## src/verilog/port_cs_pkg.sv

```systemverilog
// Constants, field layouts and encodings for the chip-select and port-2 expansion block
// How it works
// - Low strobe control register holds pin 1 function in bits 7:6 and pin 0 function in 3:2.
// - The same register holds pin 1 compare length in bits 5:4 and pin 0 length in 1:0.
// - Function 00 is plain port bit, 01 read strobe, 10 write strobe, 11 both.
// - Length 00 compares all 16 bits, 01 bits 15:1, 10 bits 15:2, 11 bits 15:8.
// - Each of the four strobe pins has a 16-bit base in a high and a low byte register.
// - Aux data bits 3:0 drive pins 3:0 only in plain port mode; bits 7:4 are reserved.
// - A write to the aux data register changes only bits whose pin is a plain port bit.
// - A write strobe pin pulses on every external write matching its base, 4 addresses at 14 bits.
// - Expansion control bits 7:4 set the strobe polarity of pins 3:0, 1 is active high.
// - With the polarity bit cleared the strobe is active low; set, it is active high.
// - Expansion control bits 1:0 pick standard, input buffer, output latch or undefined.
// - Port 2 buffer and latch modes use a 16-bit enable address in two byte registers.
// - In latch mode an external write to the enable address drives and holds the byte on port 2.
// - In buffer or latch mode a software write to port 2 data changes only the register.
package port_cs_pkg;

  // ****************************************
  // Register addresses
  // ****************************************
  localparam logic [7:0] P2_EXPAND_CTRL_ADDR = 8'hae;
  localparam logic [7:0] STROBE_CTRL_LOW_ADDR = 8'hc2;
  localparam logic [7:0] STROBE_CTRL_HIGH_ADDR = 8'hc3;
  localparam logic [7:0] AUX_PORT_DATA_ADDR = 8'hd8;
  localparam logic [7:0] PORT2_DATA_ADDR = 8'ha0;
  localparam logic [7:0] P2_EA_LOW_ADDR = 8'h9e;
  localparam logic [7:0] P2_EA_HIGH_ADDR = 8'h9f;
  localparam logic [3:0][7:0] STROBE_BASE_LOW_ADDR = {8'hb4, 8'hac, 8'h94, 8'h84};
  localparam logic [3:0][7:0] STROBE_BASE_HIGH_ADDR = {8'hb5, 8'had, 8'h95, 8'h85};

  // ****************************************
  // Reset values and masks
  // ****************************************
  localparam logic [7:0] P2_EXPAND_RST = 8'h00;
  localparam logic [7:0] STROBE_CTRL_RST = 8'h00;
  localparam logic [3:0] AUX_DATA_RST = 4'hf;
  localparam logic [7:0] PORT2_DATA_RST = 8'hff;
  localparam logic [15:0] ADDR_RST = 16'h0000;
  localparam logic [7:0] P2_EXPAND_WMASK = 8'hf3;
  localparam logic [7:0] BYTE_ZERO = 8'h00;
  localparam logic [7:0] BYTE_ONES = 8'hff;

  // ****************************************
  // Field positions
  // ****************************************
  localparam int AUX_PINS = 4;
  localparam int PIN_FIELD_W = 4;
  localparam int FUN_POS = 2;
  localparam int LEN_POS = 0;
  localparam int POL_POS = 4;
  localparam int P2_MODE_POS = 0;

  // ****************************************
  // Compare masks
  // ****************************************
  localparam logic [15:0] MASK_ALL16 = 16'hffff;
  localparam logic [15:0] MASK_UPPER15 = 16'hfffe;
  localparam logic [15:0] MASK_UPPER14 = 16'hfffc;
  localparam logic [15:0] MASK_UPPER8 = 16'hff00;

  // ****************************************
  // Encodings
  // ****************************************
  typedef enum logic [1:0] {
    PIN_GPIO = 2'h0,
    PIN_RD_STROBE = 2'h1,
    PIN_WR_STROBE = 2'h2,
    PIN_RW_STROBE = 2'h3
  } pin_fun_t;

  typedef enum logic [1:0] {
    CMP_ALL16 = 2'h0,
    CMP_UPPER15 = 2'h1,
    CMP_UPPER14 = 2'h2,
    CMP_UPPER8 = 2'h3
  } cmp_len_t;

  typedef enum logic [1:0] {
    P2_STANDARD = 2'h0,
    P2_IN_BUFFER = 2'h1,
    P2_OUT_LATCH = 2'h2,
    P2_UNDEFINED = 2'h3
  } p2_mode_t;

endpackage
```

## src/verilog/addr_compare.sv

```systemverilog
// Masked 16-bit address comparator
`timescale 1ns/1ns
module addr_compare (
  input wire logic [15:0] base,
  input wire logic [15:0] addr,
  input wire port_cs_pkg::cmp_len_t len,
  output logic match
);
  import port_cs_pkg::*;

  logic [15:0] mask;

  always_comb begin
    unique case (len)
      CMP_ALL16: mask = MASK_ALL16;
      CMP_UPPER15: mask = MASK_UPPER15;
      CMP_UPPER14: mask = MASK_UPPER14;
      CMP_UPPER8: mask = MASK_UPPER8;
    endcase
    match = ((base ^ addr) & mask) == 16'h0000;
  end

endmodule

```

## src/verilog/port_chip_select_and_latch.sv

```systemverilog
// Chip-select strobes on the aux port and port 2 buffer and latch expansion
`timescale 1ns/1ns
module port_chip_select_and_latch (
  input wire logic CLK,
  input wire logic RST_N,
  input wire logic [7:0] SFR_ADDR,
  input wire logic SFR_WR,
  input wire logic [7:0] SFR_WDATA,
  input wire logic SFR_RD,
  output logic [7:0] SFR_RDATA,
  output logic SFR_HIT,
  input wire logic [15:0] XADDR,
  input wire logic XRD,
  input wire logic XWR,
  input wire logic [7:0] XWDATA,
  output logic [7:0] XRDATA,
  output logic XRDATA_VALID,
  input wire logic [port_cs_pkg::AUX_PINS-1:0] AUX_IN,
  output logic [port_cs_pkg::AUX_PINS-1:0] AUX_OUT,
  input wire logic [7:0] P2_IN,
  output logic [7:0] P2_OUT,
  output logic [7:0] P2_OE_N
);
  import port_cs_pkg::*;

  // ****************************************
  // State
  // ****************************************
  typedef struct packed {
    logic [7:0] p2_ctrl;
    logic [7:0] ctrl_low;
    logic [7:0] ctrl_high;
    logic [3:0] aux_data;
    logic [3:0][15:0] base;
    logic [15:0] p2_ea;
    logic [7:0] p2_data;
    logic [7:0] p2_latch;
    logic [3:0] aux_out;
    logic [7:0] p2_out;
    logic [7:0] p2_oe_n;
    logic [7:0] sfr_rdata;
    logic sfr_hit;
    logic [7:0] xrdata;
    logic xrdata_valid;
  } state_t;

  localparam state_t ST_RESET = '{
    p2_ctrl: P2_EXPAND_RST,
    ctrl_low: STROBE_CTRL_RST,
    ctrl_high: STROBE_CTRL_RST,
    aux_data: AUX_DATA_RST,
    base: {ADDR_RST, ADDR_RST, ADDR_RST, ADDR_RST},
    p2_ea: ADDR_RST,
    p2_data: PORT2_DATA_RST,
    p2_latch: PORT2_DATA_RST,
    aux_out: AUX_DATA_RST,
    p2_out: PORT2_DATA_RST,
    p2_oe_n: BYTE_ZERO,
    sfr_rdata: BYTE_ZERO,
    sfr_hit: 1'b0,
    xrdata: BYTE_ZERO,
    xrdata_valid: 1'b0
  };

  state_t st_ff;
  state_t nxt_st;

  // ****************************************
  // Pin decode
  // ****************************************
  logic [15:0] ctrl_all;
  pin_fun_t [3:0] pin_fun;
  cmp_len_t [3:0] pin_len;
  logic [3:0] gp;
  logic [3:0] match;
  logic [3:0] cs_hit;
  logic [3:0] pol;
  p2_mode_t p2_mode;
  logic p2_match;
  logic latch_hit;
  logic buf_hit;
  logic p2_wr;
  logic aux_wr;

  assign ctrl_all = {st_ff.ctrl_high, st_ff.ctrl_low};
  assign pol = st_ff.p2_ctrl[POL_POS +: AUX_PINS];
  assign p2_mode = p2_mode_t'(st_ff.p2_ctrl[P2_MODE_POS +: 2]);
  assign p2_wr = SFR_WR && (SFR_ADDR == PORT2_DATA_ADDR);
  assign aux_wr = SFR_WR && (SFR_ADDR == AUX_PORT_DATA_ADDR);

  genvar gi;
  generate
    for (gi = 0; gi < AUX_PINS; gi++) begin : g_pin
      // Pins 1:0 sit in the low control byte, pins 3:2 in the high one
      assign pin_fun[gi] = pin_fun_t'(ctrl_all[gi*PIN_FIELD_W+FUN_POS +: 2]);
      assign pin_len[gi] = cmp_len_t'(ctrl_all[gi*PIN_FIELD_W+LEN_POS +: 2]);
      assign gp[gi] = (pin_fun[gi] == PIN_GPIO);

      addr_compare u_cmp (
        .base(st_ff.base[gi]),
        .addr(XADDR),
        .len(pin_len[gi]),
        .match(match[gi])
      );

      // Read bit and write bit of the function code map straight onto the phases
      assign cs_hit[gi] = match[gi] && ((pin_fun[gi][0] && XRD) || (pin_fun[gi][1] && XWR));
    end
  endgenerate

  addr_compare u_p2_cmp (
    .base(st_ff.p2_ea),
    .addr(XADDR),
    .len(CMP_ALL16),
    .match(p2_match)
  );

  assign latch_hit = (p2_mode == P2_OUT_LATCH) && XWR && p2_match;
  assign buf_hit = (p2_mode == P2_IN_BUFFER) && XRD && p2_match;

  // ****************************************
  // Register read mux
  // ****************************************
  function automatic logic [8:0] sfr_read(input logic [7:0] a, input state_t s,
                                          input logic [3:0] pins);
    logic [8:0] r;
    r = {1'b1, BYTE_ZERO};
    unique case (a)
      P2_EXPAND_CTRL_ADDR: r[7:0] = s.p2_ctrl;
      STROBE_CTRL_LOW_ADDR: r[7:0] = s.ctrl_low;
      STROBE_CTRL_HIGH_ADDR: r[7:0] = s.ctrl_high;
      AUX_PORT_DATA_ADDR: r[7:0] = {4'h0, pins};
      PORT2_DATA_ADDR: r[7:0] = s.p2_data;
      P2_EA_LOW_ADDR: r[7:0] = s.p2_ea[7:0];
      P2_EA_HIGH_ADDR: r[7:0] = s.p2_ea[15:8];
      default: r[8] = 1'b0;
    endcase
    for (int i = 0; i < AUX_PINS; i++) begin
      if (a == STROBE_BASE_LOW_ADDR[i]) begin
        r = {1'b1, s.base[i][7:0]};
      end
      if (a == STROBE_BASE_HIGH_ADDR[i]) begin
        r = {1'b1, s.base[i][15:8]};
      end
    end
    return r;
  endfunction

  // ****************************************
  // Next state
  // ****************************************
  always_comb begin
    nxt_st = st_ff;
    nxt_st.sfr_hit = 1'b0;
    nxt_st.sfr_rdata = BYTE_ZERO;
    if (SFR_RD) begin
      // Aux reads show pin levels, upper bits read as zero
      {nxt_st.sfr_hit, nxt_st.sfr_rdata} = sfr_read(SFR_ADDR, st_ff, AUX_IN);
    end
    if (SFR_WR) begin
      unique case (SFR_ADDR)
        P2_EXPAND_CTRL_ADDR: nxt_st.p2_ctrl = SFR_WDATA & P2_EXPAND_WMASK;
        STROBE_CTRL_LOW_ADDR: nxt_st.ctrl_low = SFR_WDATA;
        STROBE_CTRL_HIGH_ADDR: nxt_st.ctrl_high = SFR_WDATA;
        PORT2_DATA_ADDR: nxt_st.p2_data = SFR_WDATA;
        P2_EA_LOW_ADDR: nxt_st.p2_ea[7:0] = SFR_WDATA;
        P2_EA_HIGH_ADDR: nxt_st.p2_ea[15:8] = SFR_WDATA;
        default: nxt_st.p2_data = st_ff.p2_data;
      endcase
      for (int i = 0; i < AUX_PINS; i++) begin
        if (SFR_ADDR == STROBE_BASE_LOW_ADDR[i]) begin
          nxt_st.base[i][7:0] = SFR_WDATA;
        end
        if (SFR_ADDR == STROBE_BASE_HIGH_ADDR[i]) begin
          nxt_st.base[i][15:8] = SFR_WDATA;
        end
        // Strobe pins keep their stored bit so a later switch back is glitch free
        if (aux_wr && gp[i]) begin
          nxt_st.aux_data[i] = SFR_WDATA[i];
        end
      end
    end
    for (int i = 0; i < AUX_PINS; i++) begin
      if (gp[i]) begin
        nxt_st.aux_out[i] = st_ff.aux_data[i];
      end else begin
        // One cycle behind the phase, since outputs are registered
        nxt_st.aux_out[i] = cs_hit[i] ? pol[i] : ~pol[i];
      end
    end
    if (latch_hit) begin
      nxt_st.p2_latch = XWDATA;
    end
    nxt_st.xrdata_valid = buf_hit;
    if (buf_hit) begin
      nxt_st.xrdata = P2_IN;
    end
    unique case (p2_mode)
      P2_IN_BUFFER: begin
        nxt_st.p2_oe_n = BYTE_ONES;
        nxt_st.p2_out = st_ff.p2_latch;
      end
      P2_OUT_LATCH: begin
        nxt_st.p2_oe_n = BYTE_ZERO;
        nxt_st.p2_out = st_ff.p2_latch;
      end
      default: begin
        // Undefined code behaves as the standard port
        nxt_st.p2_oe_n = BYTE_ZERO;
        nxt_st.p2_out = (XRD || XWR) ? XADDR[15:8] : st_ff.p2_data;
      end
    endcase
  end

  always_ff @(posedge CLK) begin
    if (!RST_N) begin
      st_ff <= ST_RESET;
    end else begin
      st_ff <= nxt_st;
    end
  end

  // ****************************************
  // Outputs
  // ****************************************
  assign SFR_RDATA = st_ff.sfr_rdata;
  assign SFR_HIT = st_ff.sfr_hit;
  assign XRDATA = st_ff.xrdata;
  assign XRDATA_VALID = st_ff.xrdata_valid;
  assign AUX_OUT = st_ff.aux_out;
  assign P2_OUT = st_ff.p2_out;
  assign P2_OE_N = st_ff.p2_oe_n;

  generate
    for (gi = 0; gi < AUX_PINS; gi++) begin : g_chk

    end
  endgenerate
endmodule

```

## config.mk

```make
export PLATFORM = sky130hd
export DESIGN_NAME = port_chip_select_and_latch
export DESIGN_NICKNAME = d
export VERILOG_FILES = /design/src/verilog/port_cs_pkg.sv /design/src/verilog/addr_compare.sv /design/src/verilog/port_chip_select_and_latch.sv
export SDC_FILE = /design/constraint.sdc
export NUM_CORES = 1
export LEC_CHECK = 0
export BUFFER_PORTS_ARGS = -buffer_cell sky130_fd_sc_hd__buf_2
export CORE_ASPECT_RATIO = 1.25
export CORE_UTILIZATION = 30
export DETAILED_ROUTE_END_ITERATION = 10
export GPL_ROUTABILITY_DRIVEN = 0
export PLACE_DENSITY = 0.46
export SYNTH_ARGS = -nofsm -noshare
export SYNTH_HDL_FRONTEND = slang
export SYNTH_HIERARCHICAL = 1
export SYNTH_SLANG_ARGS = --single-unit
```

## constraint.sdc

```tcl
create_clock -name CLK -period 2 [get_ports CLK]
set_clock_uncertainty 0.15 [all_clocks]
set_input_delay 0.2 -clock CLK [delete_from_list [all_inputs] [get_ports CLK]]
set_output_delay 0.2 -clock CLK [all_outputs]
set_load 0.02 [all_outputs]
```

# --- Word-level counts from Yosys, hierarchy flattened ---
# Index checks and enable logic that the tools add are counted.
# Widths: inputs -> output; s select.
classes:
  n_eq_ne: 29
  muxes: 24
  bitwise: 13
  n_reduce_logical: 59
op_table:
  columns: ["op", "count"]
  rows:
  - ["$pmux 16 s4", 4]
  - ["$eq 8x8->1 const B", 15]
  - ["$logic_not 16->1", 5]
  - ["$xor 16x16->16", 5]
  - ["$mux 9", 8]
  - ["$and 16x16->16", 4]
  - ["$pmux 8 s7", 1]
  - ["$reduce_and 2->1", 19]
  - ["$pmux 16 s2", 1]
  - ["$logic_and 1x1->1", 21]
  - ["$eq 2x2->1 const B", 9]
  - ["$logic_not 2->1", 8]
  - ["$eq 2x1->1 const B", 5]
  - ["$mux 1", 9]
  - ["$mux 8", 1]
  - ["$reduce_or 7->1", 1]
  - ["$logic_or 1x1->1", 5]
  - ["$not 1->1", 4]
word_totals:
  reg_bits: 160
  input_bits: 58
  out_inout_bits: 38
  word_cells: 151

# --- Depth between registers and ports, before layout ---
# Gate-level depths: netlist (run 1).
depth:
  depth_word: 11
  mapped_depth: 8

# --- Hierarchy ---
# The synthesis (run 1) kept the hierarchy.
modules_own_cells:
  columns: ["module", "n_inst", "cells_each", "area_per_inst_um2"]
  rows:
  - ["port_chip_select_and_latch", 1, 863, 7711.1]
  - ["addr_compare", 5, 25, 196.4]

# --- Worst setup path before layout (run 1) ---
# OpenSTA, ideal clock, no wires.
synth_path:
  path_kind: "reg-to-reg"
  from: "register st_ff[61] (netlist name)"
  to: "register st_ff (netlist bit XRDATA[0])"
  t_arrival_ps: 1720
  required_ps: 1774
  slack_ps: 54
  path_stages_with_launch: 9
  n_path_buf: 1
  synth_period_minus_slack_ps: 1946
  path_cell_list: "dfxtp_1 xor2_1 nor4_2 o2111ai_1 a31oi_1 and3_1 clkbuf_1 nand2_1 a21boi_0"
synth_between:
  elab_chain_cells: 3
synth_rtl:
  columns: ["element", "line", "rtl"]
  rows:
  - ["from (decl)", "port_chip_select_and_latch.sv:65", "state_t st_ff;"]
  - ["from (signal assigned)", "port_chip_select_and_latch.sv:219", "st_ff <= nxt_st;"]
  - ["$xor 16x16->16", "addr_compare.sv:20", "match = ((base ^ addr) & mask) == 16'h0000;"]
  - ["$logic_not 16->1", "addr_compare.sv:20", null]
  - ["named net p2_match", "port_chip_select_and_latch.sv:79", "logic p2_match;"]
  - ["$logic_and 1x1->1", "port_chip_select_and_latch.sv:119", "assign buf_hit = (p2_mode == P2_IN_BUFFER) && XRD && p2_match;"]
# The timed path passes the listed nets, and every way through them passes these cells.
# A chain may end at the register's enable or synchronous reset.

# --- Worst setup path after layout (run 1) ---
layout_path:
  from: "register st_ff[56] (netlist name)"
  to: "register st_ff (netlist bit XRDATA[1])"
# The elaborated chain is that of the path after synthesis.

==> results of run 1 <==
-- logic make-up (layout without fill, tap and decap cells) --
logic type	Yosys count	in the layout
fa+ha+maj	3	3
flops	153	153
simple gates	396	396
other cells	1	5
xor+xnor	84	84
compound gates	152	152
mux	91	91
buf+inv	108	318
-- final cells by class --
cell class / count / area share
antenna: 1 / 0.000222
clock buffer: 19 / 0.0384
clock inverter: 12 / 0.0156
inverter: 8 / 0.00266
multi-input combinational: 730 / 0.455
sequential: 153 / 0.272
tap: 355 / 0.0394
timing repair buffer: 279 / 0.176
-- power breakdown --
part           switching [mW]  leakage [nW]  internal [mW]
Combinational           0.437          3.47          0.311
Clock                    1.36         0.293           2.08
Sequential            0.00550          1.24           3.06
Total                    1.81          5.01           5.45
-- layer usage --
metal	global-route usage	vias up	routed length (µm)
li1	-	3804	-
met1	0.292	3851	14900
met2	0.386	261	16000
met3	0.0373	45	1630
met4	0.106	0	1260
met5	0	-	0
-- through the flow --
step | hold slack (ns) | power, mW | worst slack (ns) | setup TNS, ns | cells
6_report | 0.0777 | 7.26 | -0.194 | -2.66 | 1557
5_1_grt | 0.0795 | 7.50 | -0.253 | -4.07 | 1556
4_1_cts | 0.0605 | 7.33 | -0.167 | -1.77 | 1555
3_5_place_dp | 0.266 | 3.84 | -0.348 | -8.24 | 1504
3_3_place_gp | 0.260 | 3.84 | -0.367 | -8.92 | 1504
2_1_floorplan | 0.169 | 3.49 | 0.0540 | 0 | 991
-- placed cells by master, fill, tap and decap left out, drive strengths merged, types with 19 or more instances in the layout --
cell type and instances:
mux2i 81, nand3 78, dfxtp 153, a21boi 48, nor4 19, buf 262, o21ai 20, nand2 156
clkbuf 19, nor2 31, nor2b 67, xor2 70
-- worst max-delay path, stage by stage (launching register included) --
cell	delay (ns)
dfxtp_2	0.33
xor2_1	0.15
nor4_2	0.35
o2111ai_2	0.27
a31oi_1	0.22
buf_4	0.16
and3_4	0.22
buf_6	0.13
nand2_1	0.05
a21boi_1	0.11
-- sequential cells by signal (all words and copies together) (netlist names) --
signal and flops:
P2_OUT 8, st_ff 100, XRDATA 8, XRDATA_VALID 1, SFR_RDATA 8, P2_OE_N 1, p2_mode 2, ctrl_all 16
AUX_OUT 4, pol 4, SFR_HIT 1
-- what timing repair did --
item | in CTS | in global routing
hold endpoints to repair | 17 | 0
setup buffers | 3 | 1
pin swaps | 5 | 16
endpoints found under the setup margin | 21 | 22
gates resized for setup | 22 | 19
hold buffers | 17 | 0
cloned | 1 | 0
-- final timing paths --
kind	from	endpoint	slack (ns)	depth (start not counted)
setup / recovery	st_ff[56]	XRDATA[1]	-0.19	9
hold / removal	XADDR[9]	P2_OUT[1]	0.08	4
setup reg to reg	st_ff[56]	XRDATA[1]	-0.19	9
hold reg to reg	XRDATA[0]	XRDATA[0]	0.30	2
==> impl_metrics.ini, run 1 <==
[worst_setup_path]
start_kind = flip-flop
critPathKind = reg2reg
cp-end-kind = flip-flop
critPathMaxFanout = 5
required_ns = 2.22
critPathArrivalTime_ns = 2.41

[route]
wire_per_inst_um = 21.7
vias = 7961
drtPass1Iterations = 8
post_drt_via_cell_ratio = 5.11
first_iter_violations = 646
route.detailed.drc = 0
wirelength_um = 33800
postRouteAntennaNets = 0

[synth]
syn_area_mm2 = 0.00869
synthAdderAreaFrac = 0.00432
ys_ff_latch = 153
synth_top_cell_area_share = 0.352
ys_types = 84
synth_edf_count = 0
synthTopCellsByCount = 154 x nand2_1, 153 x dfxtp_1, 81 x mux2i_1, 72 x nand3_1, 70 x xor2_1
yosysWarningCount = 6
yosysMostFrequentCell = nand2_1
yosysTopAreaCell = dfxtp_1
syn_area_per_cell_um2 = 8.80
synth-compound-area-share = 0.131
synth-simple-area-share = 0.249
synthFlopType = dfxtp_1
synthXorXnorAreaFrac = 0.0846
synth_top_family_by_area = simple AND/OR/NAND/NOR gates
muxShareOfSynthArea = 0.106
async_flop_share = 0
ys_seq_area_frac = 0.352
synth_cells = 988
synth_area_leaders = dfxtp_1 35%, mux2i_1 9.3%, xor2_1 7.1%, nand2_1 6.6%, nor2b_1 4.8%

[grt]
grt_max_degree = 146
grt_pass1_vias = 7668
overflow = 0
grt_usage = 0.231
antenna_found_initial = 1
grt_pass1_wl_um = 49500

[placed_design]
dpl_cell_area_mm2 = 0.0103
dp_hpwl_um = 25200
io_buffers = 95

[floorplan]
start_util = 0.305
die_w_um = 154
die_y_um = 192
dieArea_mm2 = 0.0297
core-area_mm2 = 0.0285
rows = 69
num_io_pins = 96

[job]
drv_cap = 0

[clock_network]
clk_pin_slew_worst_paths_ns = 0.06
root_buffer = clkbuf_16
numCtsBuffers = 17
clock_sinks = 153
clock_latency_ns = 0.44
htreeDepth = 4
cts.path.max_buffers = 2
cts_tree = done

[cells_and_area]
multi_input_area_mm2 = 0.00514
fin_util = 0.396
fin_area_mm2 = 0.0113
final_nets = 1250
drive_gt1_frac = 0.303
area_growth_pct = 29.8
fillers = 2895
regArea_mm2 = 0.00308

[run_status]
status = complete, but fails checks
violations = setup timing

[sta]
post-route-period-util = 1.10
tightest_slew_ns = 0.594
maxSlewViolCount = 0
max_freq_mhz = 456
rsz0062_at_grt = true
hold_viol = 0
period_needed_ns = 2.19
slew_headroom = 0.604
setup_violations = 19
fin_ws_ns = -0.194

[power_and_ir_drop]
p_leak_nw = 5.01
max-vdd-ir-drop_uv = 524
p_per_area_mw_per_mm2 = 643

[worst_hold_path]
hold_class = in2reg
No activity file was read; power rests on OpenSTA's default activity.
==> inputs of run 2 (changes only) <==
- SETUP_SLACK_MARGIN: default -> 0.3
==> run 2 against run 1 <==
  * The run still ends with setup timing left
  * Count of clock-buffer cells in the layout is 1 lower
  * Global-route usage is 0.79 points higher
  * Largest power group unchanged
  * Non-clock buffer count is 2 higher
  * Sequential cell count stayed put
  * Die area stayed put
==> impl_metrics.ini, run 2 (synthesis gave the netlist of run 1 again) <==
[grt]
grt_max_degree = 62
grt_pass1_wl_um = 51500
grt_pass1_vias = 7900
grt_usage = 0.239
overflow = 0
antenna_found_initial = 0

[worst_setup_path]
critPathKind = reg2reg
reg2reg_slack_ns = -0.09
cp-end-kind = flip-flop
critPathMaxFanout = 9
cp_top_family = simple AND/OR/NAND/NOR gates
crit_chain = xor2_1 -> nor4_2 -> o2111ai_1 -> a31oi_2 -> buf_6 -> and3_4 -> buf_12 -> nand2_1 -> a21boi_1
cp_slowest_cell = dfxtp_2
worst-path-buf-inv = 2
slowest_delay_ns = 0.33
critPathArrivalTime_ns = 2.31
start_kind = flip-flop
required_ns = 2.23

[cells_and_area]
largest_register = st_ff
area_growth_pct = 32.7
final_cells = 1559
final_nets = 1252
layout_commonest_cell = buf_4
antenna_cells = 0
layout_common_cells = 157 x buf_4, 141 x nand2_1, 139 x dfxtp_1
drive_gt1_frac = 0.333
fillers = 2850
largest_reg_flops = 100

[sta]
fin_ws_ns = -0.0857
post-route-period-util = 1.04
maxSlewViolCount = 0
max_freq_mhz = 479
tightest_slew_ns = 0.739
period_needed_ns = 2.09
slew_headroom = 0.508
setup_violations = 17
rsz0062_at_grt = true
hold_viol = 0

[floorplan]
die_w_um = 154
num_io_pins = 96
rows = 69
core-area_mm2 = 0.0285
dieArea_mm2 = 0.0297
start_util = 0.305
die_y_um = 192

[run_status]
violations = setup timing
status = complete, but fails checks

[route]
first_iter_violations = 534
wirelength_um = 34500
postRouteAntennaNets = 0
wire_per_inst_um = 22.1
post_drt_via_cell_ratio = 5.08
vias = 7926
route.detailed.drc = 0
drtPass1Iterations = 7

[clock_network]
cts_tree = done
htreeDepth = 4
clock_latency_ns = 0.44
cts.path.max_buffers = 2
clock_sinks = 153
clk_pin_slew_worst_paths_ns = 0.07
numCtsBuffers = 17
root_buffer = clkbuf_16

[power_and_ir_drop]
switching_share = 0.273
max-vdd-ir-drop_uv = 516
switching_power_mw = 1.97
clock_power_share = 0.467
p_comb_frac = 0.110
p_per_area_mw_per_mm2 = 627
seq_power_share = 0.423
p_leak_nw = 5.05
internal-power_mw = 5.26

[placed_design]
io_buffers = 95
dp_hpwl_um = 25800
dp_slack_ns = -0.450
dp_cells = 1500

[worst_hold_path]
hold_class = in2reg

[job]
drv_cap = 0
-- run 2: cell types whose count changed in the layout (fill, tap and decap cells not counted), sizes merged --
cell and delta:
diode -1, inv +6, clkinvlp +2, buf +1
clkinv -4, bufinv -2
-- run 2: metrics by stage --
stage	area [µm²]	hold WS, ns	setup TNS (ns)	power, mW	utilization
3_5_place_dp	10400	0.278	-7.02	3.86	0.363
5_1_grt	11500	0.103	-3.15	7.47	0.405
2_1_floorplan	8810	0.169	0	3.49	-
3_3_place_gp	10400	0.273	-7.43	3.86	0.363
4_1_cts	11400	0.0671	-1.44	7.30	0.401
6_report	11500	0.0782	-1.14	7.24	0.405
-- run 2: area by class of cell --
| cell class | count | area [µm²] | share of cell area |
|---|---|---|---|
| repair buffers | 281 | 2070 | 0.179 |
| well taps | 355 | 444 | 0.0385 |
| inverters | 8 | 30.0 | 0.00260 |
| flip-flops and latches | 153 | 3080 | 0.267 |
| multi-input cells | 730 | 5320 | 0.461 |
| clock inverters | 14 | 165 | 0.0143 |
| clock buffers | 18 | 429 | 0.0372 |
-- run 2: what timing repair did --
| item | 4_1_cts | 5_1_grt |
|---|---|---|
| cloned | 0 | 0 |
| hold endpoints to repair | 17 | 0 |
| buffers inserted | 8 | 2 |
| endpoints found under the setup margin | 28 | 28 |
| hold buffers | 17 | 0 |
| gates resized for setup | 59 | 24 |
| pin swaps | 35 | 14 |
-- run 2: metal layers --
layer	track usage	up-vias	routed length (µm)
li1	-	3811	-
met1	0.288	3781	15000
met2	0.416	264	16600
met3	0.0321	70	1160
met4	0.122	0	1660
met5	0	-	0
-- run 2: worst paths after layout --
check / from / end / cells after the start
worst min register to register: XRDATA[2] / XRDATA[2] / 2
worst max register to register: st_ff[56] / XRDATA[4] / 9
worst max-delay path: st_ff[56] / XRDATA[4] / 9
worst min-delay path: XWR / st_ff[38] / 4
-- run 2: worst register-to-register path, stage by stage (launching register included) --
cell and delay (ns):
dfxtp_2 0.33, xor2_1 0.14, nor4_2 0.32, o2111ai_1 0.18
a31oi_2 0.24, buf_6 0.16, and3_4 0.21, buf_12 0.12
nand2_1 0.06, a21boi_1 0.10
-- run 2: power by group through the flow --
stage                     Sequential, mW  Combinational [mW]  Clock [mW]
after floorplan                     3.13               0.360           0
after global placement              3.13               0.726           0
after detailed placement            3.13               0.722           0
after CTS                           3.06               0.781        3.46
after global routing                3.06               0.835        3.58
final                               3.06               0.796        3.38
